### src/design/alpm_pkg.sv
// Package for the converter power-mode controller: modes, register layout, timing.
// Assumes a 200 MHz mclk; all timing counts are derived here from times in ns.
package alpm_pkg;

    // Conversion and nap sequencing states
    typedef enum logic [1:0] {
        ALPM_NORMAL = 2'h0,
        ALPM_CONV = 2'h1,
        ALPM_NAP = 2'h2,
        ALPM_WAKE = 2'h3
    } alpm_conv_state_t;

    // Register addresses and values reached over the serial interface
    localparam logic [7:0] UNLOCK_ADDR = 8'h11;
    localparam logic [7:0] UNLOCK_KEY = 8'h69;
    localparam logic [7:0] PWR_CTRL_ADDR = 8'h10;
    localparam int NAP_EN_BIT = 1;
    localparam int DEEP_POWERDOWN_REQUEST_BIT = 0;
    localparam logic [7:0] PWR_CTRL_RST = 8'h00;

    // Timing
    localparam int CLK_PERIOD_NS = 5;
    localparam int CONV_TIME_NS = 300;
    localparam int NAP_WAKE_NS = 100;
    localparam int PWRUP_NS = 1000;
    localparam int CONV_CYC = (CONV_TIME_NS + CLK_PERIOD_NS - 1) / CLK_PERIOD_NS;
    localparam int NAP_WAKE_CYC = (NAP_WAKE_NS + CLK_PERIOD_NS - 1) / CLK_PERIOD_NS;
    localparam int PWRUP_CYC = (PWRUP_NS + CLK_PERIOD_NS - 1) / CLK_PERIOD_NS;

    // Register write from the serial front end
    typedef struct packed {
        logic valid;
        logic [7:0] addr;
        logic [7:0] data;
    } alpm_wr_t;

    // Analog power enables
    typedef struct packed {
        logic acqBlocksOn;
        logic convBlocksOn;
        logic refBufOn;
    } alpm_pwr_t;

endpackage : alpm_pkg

### src/design/alpm_ctrl.sv
// Power-mode controller for the converter: normal, nap during acquisition, deep power-down.
// Assumes register writes arrive already decoded on mclk; conversion trigger and
// chip select are raw pins and are synchronised here.
// Function
// Normal mode keeps all circuits powered
// Two selectable low-power modes: nap, powerdown
// Nap powers down acquisition blocks
// Host sets nap enable, holds trigger high
// Nap entered at conversion end, trigger high
// Trigger fall wakes; host waits wake time
// Nap enable bit active when one
// Conversion time fixed; only nap stretches
// Host unlocks control register before powerdown
// Powerdown entered on chip-select rising edge
// Powerdown switches off all analog blocks
// Registers and interface survive powerdown
// Host clears request bit to exit
// Ready pin rises once exit begins
// Host waits exit time before converting
// Request without unlock is ignored
module alpm_ctrl #(
    parameter int PWRUP_CYCLES = alpm_pkg::PWRUP_CYC
) (
    // Clock and reset
    input wire logic mclk,
    input wire logic rst,
    // Pins
    input wire logic convTrigPin,
    input wire logic chipSelNPin,
    // Register writes from serial front end
    input wire alpm_pkg::alpm_wr_t regWr,
    // Status
    output logic readyInd,
    output logic deepPowerdownMode,
    output logic napMode,
    output logic convBusy,
    output alpm_pkg::alpm_pwr_t pwrEn,
    output logic [7:0] powerControlReg
);

    // Pin synchronisers
    logic [1:0] trigSync_ff, nxt_trigSync;
    logic [1:0] csSync_ff, nxt_csSync;
    logic trigD_ff, nxt_trigD;
    logic csD_ff, nxt_csD;
    logic trigS, csS, trigRise, trigFall, csRise;

    always_comb begin
        nxt_trigSync = {trigSync_ff[0], convTrigPin};
        nxt_csSync = {csSync_ff[0], chipSelNPin};
        trigS = trigSync_ff[1];
        csS = csSync_ff[1];
        nxt_trigD = trigS;
        nxt_csD = csS;
        trigRise = trigS && !trigD_ff;
        trigFall = !trigS && trigD_ff;
        csRise = csS && !csD_ff;
    end

    always_ff @(posedge mclk or posedge rst) begin
        if (rst) begin
            trigSync_ff <= 2'h0;
            csSync_ff <= 2'h3;
            trigD_ff <= 1'b0;
            csD_ff <= 1'b1;
        end else begin
            trigSync_ff <= nxt_trigSync;
            csSync_ff <= nxt_csSync;
            trigD_ff <= nxt_trigD;
            csD_ff <= nxt_csD;
        end
    end

    // Register file: unlock and power control
    logic [7:0] pwrCtrl_ff, nxt_pwrCtrl;
    logic unlocked_ff, nxt_unlocked;
    logic pdPending_ff, nxt_pdPending;
    logic pd_ff, nxt_pd;
    logic exitStart_ff, nxt_exitStart;

    always_comb begin
        nxt_pwrCtrl = pwrCtrl_ff;
        nxt_unlocked = unlocked_ff;
        nxt_pdPending = pdPending_ff;
        nxt_pd = pd_ff;
        nxt_exitStart = 1'b0;
        if (regWr.valid) begin
            // Registers stay writable in every mode
            if (regWr.addr == alpm_pkg::UNLOCK_ADDR) begin
                nxt_unlocked = (regWr.data == alpm_pkg::UNLOCK_KEY);
            end else if (regWr.addr == alpm_pkg::PWR_CTRL_ADDR) begin
                nxt_pwrCtrl[alpm_pkg::NAP_EN_BIT] = regWr.data[alpm_pkg::NAP_EN_BIT];
                if (regWr.data[alpm_pkg::DEEP_POWERDOWN_REQUEST_BIT]) begin
                    // Setting needs the unlock; locked write leaves bit alone
                    if (unlocked_ff) begin
                        nxt_pwrCtrl[alpm_pkg::DEEP_POWERDOWN_REQUEST_BIT] = 1'b1;
                        nxt_pdPending = 1'b1;
                        nxt_unlocked = 1'b0;
                    end
                end else begin
                    // Clearing the request starts the exit
                    if (pwrCtrl_ff[alpm_pkg::DEEP_POWERDOWN_REQUEST_BIT] || pd_ff) begin
                        nxt_exitStart = pd_ff;
                    end
                    nxt_pwrCtrl[alpm_pkg::DEEP_POWERDOWN_REQUEST_BIT] = 1'b0;
                    nxt_pdPending = 1'b0;
                    nxt_pd = 1'b0;
                end
            end
        end
        // Entry on the chip-select rising edge after the request
        if (pdPending_ff && csRise && !(regWr.valid && regWr.addr == alpm_pkg::PWR_CTRL_ADDR)) begin
            nxt_pd = 1'b1;
            nxt_pdPending = 1'b0;
        end
    end

    always_ff @(posedge mclk or posedge rst) begin
        if (rst) begin
            pwrCtrl_ff <= alpm_pkg::PWR_CTRL_RST;
            unlocked_ff <= 1'b0;
            pdPending_ff <= 1'b0;
            pd_ff <= 1'b0;
            exitStart_ff <= 1'b0;
        end else begin
            pwrCtrl_ff <= nxt_pwrCtrl;
            unlocked_ff <= nxt_unlocked;
            pdPending_ff <= nxt_pdPending;
            pd_ff <= nxt_pd;
            exitStart_ff <= nxt_exitStart;
        end
    end

    // Power-up timer after deep power-down
    logic [15:0] pwrupCnt_ff, nxt_pwrupCnt;
    logic rdy_ff, nxt_rdy;

    always_comb begin
        nxt_pwrupCnt = pwrupCnt_ff;
        nxt_rdy = rdy_ff;
        if (pd_ff) begin
            nxt_rdy = 1'b0;
            nxt_pwrupCnt = 16'h0;
        end else if (exitStart_ff) begin
            // Ready rises as soon as the clear is processed
            nxt_rdy = 1'b1;
            nxt_pwrupCnt = 16'(PWRUP_CYCLES);
        end else if (pwrupCnt_ff != 16'h0) begin
            nxt_pwrupCnt = pwrupCnt_ff - 16'h1;
        end else begin
            nxt_rdy = 1'b1;
        end
    end

    always_ff @(posedge mclk or posedge rst) begin
        if (rst) begin
            pwrupCnt_ff <= 16'h0;
            rdy_ff <= 1'b0;
        end else begin
            pwrupCnt_ff <= nxt_pwrupCnt;
            rdy_ff <= nxt_rdy;
        end
    end

    // Conversion and nap sequencing
    alpm_pkg::alpm_conv_state_t st_ff, nxt_st;
    logic [15:0] cnt_ff, nxt_cnt;
    logic napEn;

    always_comb begin
        napEn = pwrCtrl_ff[alpm_pkg::NAP_EN_BIT] == 1'b1;
        nxt_st = st_ff;
        nxt_cnt = cnt_ff;
        unique case (st_ff)
            alpm_pkg::ALPM_NORMAL: begin
                // Trigger ignored while powered down or still powering up
                if (trigRise && !pd_ff && pwrupCnt_ff == 16'h0) begin
                    nxt_st = alpm_pkg::ALPM_CONV;
                    nxt_cnt = 16'(alpm_pkg::CONV_CYC);
                end
            end
            alpm_pkg::ALPM_CONV: begin
                if (cnt_ff > 16'h1) begin
                    nxt_cnt = cnt_ff - 16'h1;
                end else begin
                    nxt_cnt = 16'h0;
                    // Nap only with enable set and trigger still high
                    nxt_st = (napEn && trigS) ? alpm_pkg::ALPM_NAP : alpm_pkg::ALPM_NORMAL;
                end
            end
            alpm_pkg::ALPM_NAP: begin
                if (trigFall) begin
                    nxt_st = alpm_pkg::ALPM_WAKE;
                    nxt_cnt = 16'(alpm_pkg::NAP_WAKE_CYC);
                end
            end
            alpm_pkg::ALPM_WAKE: begin
                if (cnt_ff > 16'h1) begin
                    nxt_cnt = cnt_ff - 16'h1;
                end else begin
                    nxt_cnt = 16'h0;
                    nxt_st = alpm_pkg::ALPM_NORMAL;
                end
            end
        endcase
    end

    always_ff @(posedge mclk or posedge rst) begin
        if (rst) begin
            st_ff <= alpm_pkg::ALPM_NORMAL;
            cnt_ff <= 16'h0;
        end else begin
            st_ff <= nxt_st;
            cnt_ff <= nxt_cnt;
        end
    end

    // Outputs
    logic napOut_ff, busyOut_ff;
    alpm_pkg::alpm_pwr_t pwr_ff, nxt_pwr;

    always_comb begin
        nxt_pwr = '{acqBlocksOn: 1'b1, convBlocksOn: 1'b1, refBufOn: 1'b1};
        if (nxt_pd) begin
            nxt_pwr = '{acqBlocksOn: 1'b0, convBlocksOn: 1'b0, refBufOn: 1'b0};
        end else if (nxt_st == alpm_pkg::ALPM_NAP) begin
            nxt_pwr.acqBlocksOn = 1'b0;
        end
    end

    always_ff @(posedge mclk or posedge rst) begin
        if (rst) begin
            pwr_ff <= '{acqBlocksOn: 1'b1, convBlocksOn: 1'b1, refBufOn: 1'b1};
            napOut_ff <= 1'b0;
            busyOut_ff <= 1'b0;
        end else begin
            pwr_ff <= nxt_pwr;
            napOut_ff <= (nxt_st == alpm_pkg::ALPM_NAP);
            busyOut_ff <= (nxt_st == alpm_pkg::ALPM_CONV);
        end
    end

    assign pwrEn = pwr_ff;
    assign napMode = napOut_ff;
    assign convBusy = busyOut_ff;
    assign readyInd = rdy_ff;
    assign deepPowerdownMode = pd_ff;
    assign powerControlReg = pwrCtrl_ff;

    // Run length of each conversion; a counter, as the span is too long to unroll
    logic [15:0] busyLen_ff, nxt_busyLen;

    always_comb begin
        nxt_busyLen = convBusy ? busyLen_ff + 16'h1 : 16'h0;
    end

    always_ff @(posedge mclk or posedge rst) begin
        if (rst) begin
            busyLen_ff <= 16'h0;
        end else begin
            busyLen_ff <= nxt_busyLen;
        end
    end

    // Assertions
    a_pd_analog_off: assert property (@(posedge mclk) disable iff (rst)
        deepPowerdownMode |-> !pwrEn.acqBlocksOn && !pwrEn.convBlocksOn && !pwrEn.refBufOn)
        else $error("Analog block on in powerdown");
    a_normal_all_on: assert property (@(posedge mclk) disable iff (rst)
        (!deepPowerdownMode && !napMode) |-> pwrEn.acqBlocksOn && pwrEn.convBlocksOn)
        else $error("Block off in normal mode");
    a_pd_entry_cs: assert property (@(posedge mclk) disable iff (rst)
        $rose(pd_ff) |-> $past(csRise))
        else $error("Powerdown entered without chip select edge");
    a_locked_ignored: assert property (@(posedge mclk) disable iff (rst)
        (regWr.valid && regWr.addr == alpm_pkg::PWR_CTRL_ADDR && regWr.data[0] && !unlocked_ff
         && !powerControlReg[0]) |=> !powerControlReg[0])
        else $error("Locked powerdown request accepted");
    a_ready_on_exit: assert property (@(posedge mclk) disable iff (rst)
        $fell(pd_ff) |=> readyInd)
        else $error("Ready not raised on exit");
    a_conv_fixed: assert property (@(posedge mclk) disable iff (rst)
        $fell(convBusy) |-> busyLen_ff == 16'(alpm_pkg::CONV_CYC))
        else $error("Conversion time not fixed");
    a_nap_entry: assert property (@(posedge mclk) disable iff (rst)
        $rose(napMode) |-> $past(napEn) && $past(trigS))
        else $error("Nap without enable or trigger");
    a_nap_wake: assert property (@(posedge mclk) disable iff (rst)
        (napMode && trigFall) |=> !napMode ##[1:25] st_ff == alpm_pkg::ALPM_NORMAL)
        else $error("Nap wake not timely");
    a_nap_acq_off: assert property (@(posedge mclk) disable iff (rst)
        (napMode && !deepPowerdownMode) |-> !pwrEn.acqBlocksOn && pwrEn.convBlocksOn)
        else $error("Nap power pattern wrong");
    a_pd_not_ready: assert property (@(posedge mclk) disable iff (rst)
        deepPowerdownMode |=> !readyInd)
        else $error("Ready high in powerdown");
    a_pd_no_conv: assert property (@(posedge mclk) disable iff (rst)
        (deepPowerdownMode && !convBusy) |=> !convBusy)
        else $error("Conversion started in powerdown");
    a_pwrup_no_conv: assert property (@(posedge mclk) disable iff (rst)
        (pwrupCnt_ff != 16'h0 && !convBusy) |=> !convBusy)
        else $error("Conversion started during power-up");

endmodule : alpm_ctrl

### config.mk
export PLATFORM = sky130hd
export DESIGN_NAME = alpm_ctrl
export DESIGN_NICKNAME = d
export VERILOG_FILES = /design/src/design/alpm_pkg.sv /design/src/design/alpm_ctrl.sv
export SDC_FILE = /design/constraint.sdc
export NUM_CORES = 1
export LEC_CHECK = 0
export BUFFER_PORTS_ARGS = -buffer_cell sky130_fd_sc_hd__clkbuf_2
export CAP_MARGIN = 20
export CORE_MARGIN = 4
export CORE_UTILIZATION = 44
export CTS_CLUSTER_SIZE = 14
export DETAILED_ROUTE_END_ITERATION = 16
export PLACE_DENSITY_LB_ADDON = 0.25
export SYNTH_ARGS = -nofsm -noshare
export SYNTH_HDL_FRONTEND = slang
export SYNTH_SLANG_ARGS = --single-unit
### constraint.sdc
create_clock -name mclk -period 3.3 [get_ports mclk]
set_input_delay 0.66 -clock mclk [delete_from_list [all_inputs] [get_ports mclk]]
set_output_delay 0.66 -clock mclk [all_outputs]
set_load 0.1 [all_outputs]
* After elaboration in Yosys (flattened, before gate mapping) *
Cells that the tools add are included.

word-level totals
  output and inout bits = 15
  input bits = 21
  word-level logic and storage cells = 104
  flip-flop bits (word level) = 52

operators by class
  mux-type cells = 38
  reduce and logical (&&, ||, !) cells = 29
  add/subtract/negate cells = 2
  equal/unequal tests = 14
  bitwise operators = 1
  order comparisons = 1

operator list
  cell                   count
  $mux 16                6
  $pmux 16 s3            1
  $sub 16x1->16 const B  2
  $mux 1                 24
  $eq 8x5->1 const B     2
  $gt 16x1->1 const B    1
  $logic_not 16->1       1
  $reduce_bool 16->1     1
  $mux 2                 6
  $logic_and 1x1->1      9
  $eq 8x7->1 const B     1
  $pmux 2 s4             1
  $reduce_and 4->1       2
  $reduce_bool 2->1      4
  $eq 2x2->1 const B     3
  $reduce_and 3->1       2
  $logic_not 1->1        5
  $eq 2x1->1 const B     2
  $ne 2x1->1 const B     2
  $ne 2x2->1 const B     2
  $ne 3x1->1 const B     1
  $ne 3x3->1 const B     1
  $reduce_bool 3->1      1
  $logic_not 2->1        1
  other kinds (4)        4

* Depth between registers and ports, before layout *
Gate-level depths: netlist of run 1.

  word-level depth = 9
  mapped depth = 8
  mapped depth without buffers = 7

* Least setup slack after synthesis of run 1 *
OpenSTA, ideal clock, no wires.

  path kind = flip-flop to flip-flop
  start = register pd_ff, in the netlist deepPowerdownMode
  end = register cnt_ff[10]
  setup slack = 919 ps
  setup time = 78 ps
  arrival = 2303 ps
  buffers on the path = 1
  period minus slack after synthesis = 2381 ps
  required time = 3222 ps
  stages on the path, launching flop included = 7
  cells stage by stage = dfrtp_1 -> nor4b_1 -> a211oi_1 -> a21o_1 -> clkbuf_1 -> nor2_1 -> a21oi_1

between the ends
  word-level cells in the longest chain between the ends = 5

RTL lines
  what                            line              text
  start: declaration              alpm_ctrl.sv:78   logic pd_ff, nxt_pd;
  start signal: assignment        alpm_ctrl.sv:129  pd_ff <= nxt_pd;
  $logic_not 1->1                 alpm_ctrl.sv:177  if (trigRise && !pd_ff && pwrupCnt_ff == 16'h0) begin
  $logic_and 1x1->1 (2 in a row)  alpm_ctrl.sv:177
  $ne 2x2->1 (no line)            --
  $reduce_and 2->1 (no line)      --
  end signal: assignment          alpm_ctrl.sv:214  cnt_ff <= nxt_cnt;
  end: declaration                alpm_ctrl.sv:167  logic [15:0] cnt_ff, nxt_cnt;

Every way passes these cells.
A chain may end at the register's enable or synchronous reset.

* Worst setup path in the final report of run 1 *
  start = register pwrupCnt_ff[1]
  end = register cnt_ff[13]

between the ends
  word-level cells in the longest chain between the ends = 4

RTL lines
  what                        line              text
  start: declaration          alpm_ctrl.sv:135  logic [15:0] pwrupCnt_ff, nxt_pwrupCnt;
  start signal: assignment    alpm_ctrl.sv:160  pwrupCnt_ff <= nxt_pwrupCnt;
  $logic_not 16->1            alpm_ctrl.sv:177
  $logic_and 1x1->1           alpm_ctrl.sv:177
  $ne 2x2->1 (no line)        --
  $reduce_and 2->1 (no line)  --

Every way passes these cells.

==> results of run 1 <==
==> final timing paths <==
path / end / slack [ns] / cells after the start
setup / recovery: cnt_ff[13] / 0.94 / 7
hold / removal: readyInd / 0.34 / 2
setup reg to reg: cnt_ff[13] / 0.94 / 7
hold reg to reg: trigSync_ff[1] / 0.36 / 0
max in group asynchronous: csSync_ff[0] / 2.36 / 3
min in group mclk: trigSync_ff[1] / 0.36 / 0
==> logic make-up after synthesis <==
family / share of synthesized area
muxes: 0.01261
DFF: 0.4971
adders and majority gates: 0.01455
buffers and inverters: 0.04122
xor gates and xnor gates: 0.03735
AOI/OAI and AO/OA: 0.1397
other: 0.001454
and+or+nand+nor: 0.2561
==> layer usage <==
layer / wire length (um) / share of wire / global-route usage / vias up
met2: 2418 / 0.49 / 0.2363 / 29
met5: 0 / 0 / 0 / -
met4: 49 / 0.010 / 0.05180 / 0
li1: - / - / - / 964
met1: 2279 / 0.47 / 0.1865 / 932
met3: 148 / 0.030 / 0.03435 / 4
==> cells in the final DEF (no fill, tap or decap), types with 4 or more instances in the layout <==
master,Yosys,routed
nand3_1,4,4
dfrtp_1,46,46
a21oi_1,21,21
nand4_1,5,5
or2_2,4,4
conb_1,1,6
xor2_1,9,9
or4_1,4,4
nor3_1,5,5
nand3b_1,4,4
nor2_1,30,30
dfstp_2,5,5
a21o_1,4,4
o21ai_0,11,11
clkbuf_2,0,29
nand2_1,18,18
o31ai_1,4,4
clkbuf_8,0,5
inv_1,9,8
nor2b_1,4,4
==> power by group through the flow <==
stage | registers (uW) | clock network (uW) | logic, uW
after floorplan | 903 | 0 | 610
after global placement | 895 | 0 | 758
after detailed placement | 895 | 0 | 766
after CTS | 885 | 452 | 770
after global routing | 910 | 484 | 866
final | 888 | 440 | 769
==> cell type report <==
cell class / count / area share
Inverter: 9 / 0.01163
Timing Repair Buffer: 31 / 0.05946
Clock buffer: 5 / 0.02370
Clock inverter: 3 / 0.01594
Sequential cell: 51 / 0.4416
Multi-Input combinational cell: 187 / 0.4166
Tap cell: 72 / 0.03102
==> worst max-delay path, stage by stage (launching register included) <==
cell	delay [ns]
dfrtp_1	0.42
inv_1	0.08
ha_1	0.27
nor4b_1	0.27
nand4_1	0.17
a21o_1	0.37
or4_1	0.56
a21oi_1	0.15
==> sequential cells by signal, summed over array words and instances, names as in the netlist, 2 cells and up <==
register	count
csSync_ff	2
pwrupCnt_ff	16
powerControlReg	2
st_ff	2
pwrEn	2
cnt_ff	16
trigSync_ff	2
==> per-stage QoR <==
| stage | setup slack [ns] | area [um2] |
|---|---|---|
| 6_report | 0.9414 | 2904 |
| 5_1_grt | 0.7747 | 2904 |
| 4_1_cts | 0.9536 | 2884 |
| 3_5_place_dp | 0.9732 | 2769 |
| 3_3_place_gp | 1.067 | 2769 |
| 2_1_floorplan | 0.9192 | 2599 |
==> results.cfg, run 1 <==
[floorplanning]
die_w_um = 84.58
placeableCoreArea_um2 = 5608
num_io_pins = 36
initial_core_util = 0.4601
die-area_um2 = 7153
die_y_um = 84.58
num_rows = 27

[synthesis]
synth_common_cells = 46 x dfrtp_1, 30 x nor2_1, 21 x a21oi_1
async_flop_share = 1.000
ys_ff_latch = 51
synth.distinct_cells = 54
netlist.area_leader.share = 0.4462
yosys.area.top_type = dfrtp_1
syn_area_per_cell_um2 = 10.20
netlist_area_um2 = 2580
yosys_warnings = 0
syn_inst = 253
synth_top_flop_cell = dfrtp_1
synth.most_common_cell = dfrtp_1
synth_area_leaders = dfrtp_1 45%, dfstp_2 5.1%, nor2_1 4.4%
synth_edf_count = 0
yosysSeqAreaShare = 0.4971

[sta]
maxSlewViolCount = 0
hold_viol_final = 0
fmax_ghz = 0.4240
clock_skew_ns = 0.009919
tightest_slew_ns = 0.5976
fin_crit_ns = 2.359
setup_viol = 0
post-route-period-util = 0.7147
fin_tns_setup_ns = 0
max-slew-margin-rel = 0.5985
fin_hold_ws_ns = 0.3439
rsz0062_at_grt = no

[place]
gp_congestion = 0.7452
io_buffer_count = 29
post-dp-hpwl_um = 3434
dp_cells = 349

[cts]
hold_buffers = 0
cts_tree = built
clock-root-buffer = clkbuf_8
cts_setup_buffers = 0
cts_buffers = 5
cts-htree-levels = 2
ctsResizeCount = 0
cts_num_sinks = 51
clk_pin_slew_ns = 0.10
clockBufferDepth = 2
clock_latency_ns = 0.31

[final_layout]
final_cells = 358
seq_area_um2 = 1282
n_antenna_cell = 0
multiInputGateArea_um2 = 1210
utilization = 0.5178
layout-drive-gt1-share = 0.2308
nets = 309
syn_to_final_growth_pct = 12.56
n_fill_cell = 510

[drt]
firstDrtPassIters = 4
drc_errors = 0
vias_per_cell = 5.388
wirelength_um = 4895
wl_per_cell_um = 13.67
via_count = 1929
first_iter_violations = 81
ant_nets = 0

[global_routing]
grt.total_usage = 0.1444
grt_pass1_wl_um = 8507
antenna_found_initial = 0
overflow = 0
grt_max_degree = 52
grt_pass1_vias = 1849

[power_and_ir_drop]
finalPower_uw = 2098
pwr-share-clk = 0.210
ir_drop_v = 0.0002767
p_seq_frac = 0.423
p_leak_uw = 0.001363
power_density_nw_per_um2 = 722.4
p_sw_frac = 0.3844
pwr-share-comb = 0.367
p_sw_uw = 806.3
p_int_uw = 1291

[critical_path]
critPathMaxFanout = 16
start_kind = flop
cp-end-kind = flop
crit_arrival_ns = 2.59
crit_start = pwrupCnt_ff[1]
worstPathRequired_ns = 3.53
r2r-start = pwrupCnt_ff[1]
critPathKind = flop to flop

[flow_run]
cap_violations = 0

[worst_hold_path]
worstHoldPathType = input pin to async pin

[status]
status = finished clean
Note: power is estimated with default switching activity, not from simulation.
==> run 2: changes to the inputs <==
==> constraint.sdc (replaced) <==
create_clock -name mclk -period 2.3 [get_ports mclk]
set_input_delay 0.46 -clock mclk [delete_from_list [all_inputs] [get_ports mclk]]
set_output_delay 0.46 -clock mclk [all_outputs]
set_load 0.1 [all_outputs]
==> results.cfg, run 2 (synthesized netlist as in run 1, its figures left out) <==
[floorplanning]
num_io_pins = 36
die_w_um = 84.58
initial_core_util = 0.4601
num_rows = 27
die_y_um = 84.58
placeableCoreArea_um2 = 5608
die-area_um2 = 7153

[global_routing]
grt_max_degree = 52
overflow = 0
grt.total_usage = 0.1454
antenna_found_initial = 0
grt_pass1_wl_um = 8631
grt_pass1_vias = 1867

[sta]
fin_crit_ns = 2.221
rsz0062_at_grt = no
tightest_slew_ns = 0.6159
hold_viol_final = 0
clock_skew_ns = 0.007462
fin_ws_ns = 0.07896
fmax_ghz = 0.4502
fin_tns_setup_ns = 0
setup_viol = 0
maxSlewViolCount = 0
max-slew-margin-rel = 0.5894
post-route-period-util = 0.9657

[critical_path]
critPathMaxStageDelay_ns = 0.57
crit_family = compound AO/OA/AOI/OAI gates
path_cells = or4_4, nand4bb_4, o31ai_4, o21ai_2, a221o_1
path_buf_inv = 0
crit_slowest_cell = or4_4
crit_arrival_ns = 2.41
critPathKind = flop to flop
worstPathRequired_ns = 2.49
start_kind = flop
critPathMaxFanout = 8
cp-end-kind = flop

[cts]
clock-root-buffer = clkbuf_8
clk_pin_slew_ns = 0.09
cts_buffers = 5
hold_buffers = 0
cts_num_sinks = 51
clock_latency_ns = 0.30
cts-htree-levels = 2
cts_tree = built
clockBufferDepth = 2

[power_and_ir_drop]
ir_drop_v = 0.0005200
p_leak_uw = 0.001395
power_density_nw_per_um2 = 985.3

[drt]
vias_per_cell = 5.288
firstDrtPassIters = 4
via_count = 1946
wl_per_cell_um = 13.34
ant_nets = 0
drc_errors = 0
wirelength_um = 4910
first_iter_violations = 94

[place]
place_area_um2 = 2853
post-dp-hpwl_um = 3623
gp_congestion = 0.7949
place_ws_ns = 0.1140
io_buffer_count = 29

[final_layout]
nets = 319
final_area_um2 = 2950
n_antenna_cell = 0
seq_area_um2 = 1284
final_cell_mix = 45 x dfrtp_1, 30 x nor2_1, 29 x clkbuf_2
final_common_cell = dfrtp_1
multiInputGateArea_um2 = 1222
utilization = 0.5261
n_fill_cell = 522
syn_to_final_growth_pct = 14.36
reg_top3 = cnt_ff: 16 flops, pwrupCnt_ff: 16 flops
layout-drive-gt1-share = 0.2635

[status]
status = finished clean

[flow_run]
cap_violations = 0

[worst_hold_path]
worstHoldPathType = input pin to flop
## run 2: per-layer routing
metal / global-route usage / share of wire / up-vias
met4: 0.04748 / 0.011 / 0
met1: 0.2015 / 0.48 / 931
met5: 0 / 0 / -
met3: 0.02453 / 0.024 / 5
li1: - / - / 983
met2: 0.2320 / 0.48 / 27
## run 2: worst paths after layout
check	start	end	slack, ns	cells after the start
worst max register to register	cnt_ff[8]	cnt_ff[3]	0.08	5
min in group asynchronous	rst	pwrupCnt_ff[3]	0.29	3
worst min-delay path	chipSelNPin	csSync_ff[0]	0.24	1
worst max-delay path	cnt_ff[8]	cnt_ff[3]	0.08	5
max in group asynchronous	rst	deepPowerdownMode	1.56	3
worst min register to register	trigSync_ff[0]	trigSync_ff[1]	0.36	0
## run 2: timing repair
item	in CTS	in global routing
setup buffers	0	0
resized for setup	0	2
endpoints found under the setup margin	0	5
hold endpoints to repair	0	0
## run 2: final cells by class
| class | instances | share of cell area |
|---|---|---|
| Multi-Input combinational cell | 187 | 0.4143 |
| Tap cell | 72 | 0.03053 |
| Clock inverter | 2 | 0.004241 |
| Timing Repair Buffer | 41 | 0.07973 |
| Inverter | 9 | 0.01145 |
| Sequential cell | 51 | 0.4351 |
| Clock buffer | 6 | 0.02460 |
## run 2: per-stage QoR
| stage | power (uW) | cells | hold WS (ns) |
|---|---|---|---|
| CTS | 2929 | 368 | 0.2308 |
| global placement | 2408 | 360 | 0.3345 |
| finish | 2907 | 368 | 0.2409 |
| floorplan | 2172 | 258 | 0.3312 |
| detailed placement | 2428 | 360 | 0.3379 |
| global route | 3135 | 368 | 0.2233 |
## run 2: where the power goes
part           total, uW  switching (uW)  internal [uW]
clock                493             280            213
sequential          1250             184           1070
combinational       1160             673            488
total               2910            1140           1770
## run 2: worst reg2reg max path: stages (launching register included)
cell       delay (ns)
dfrtp_1          0.42
or4_4            0.57
nand4bb_4        0.28
o31ai_4          0.44
o21ai_2          0.11
a221o_1          0.30
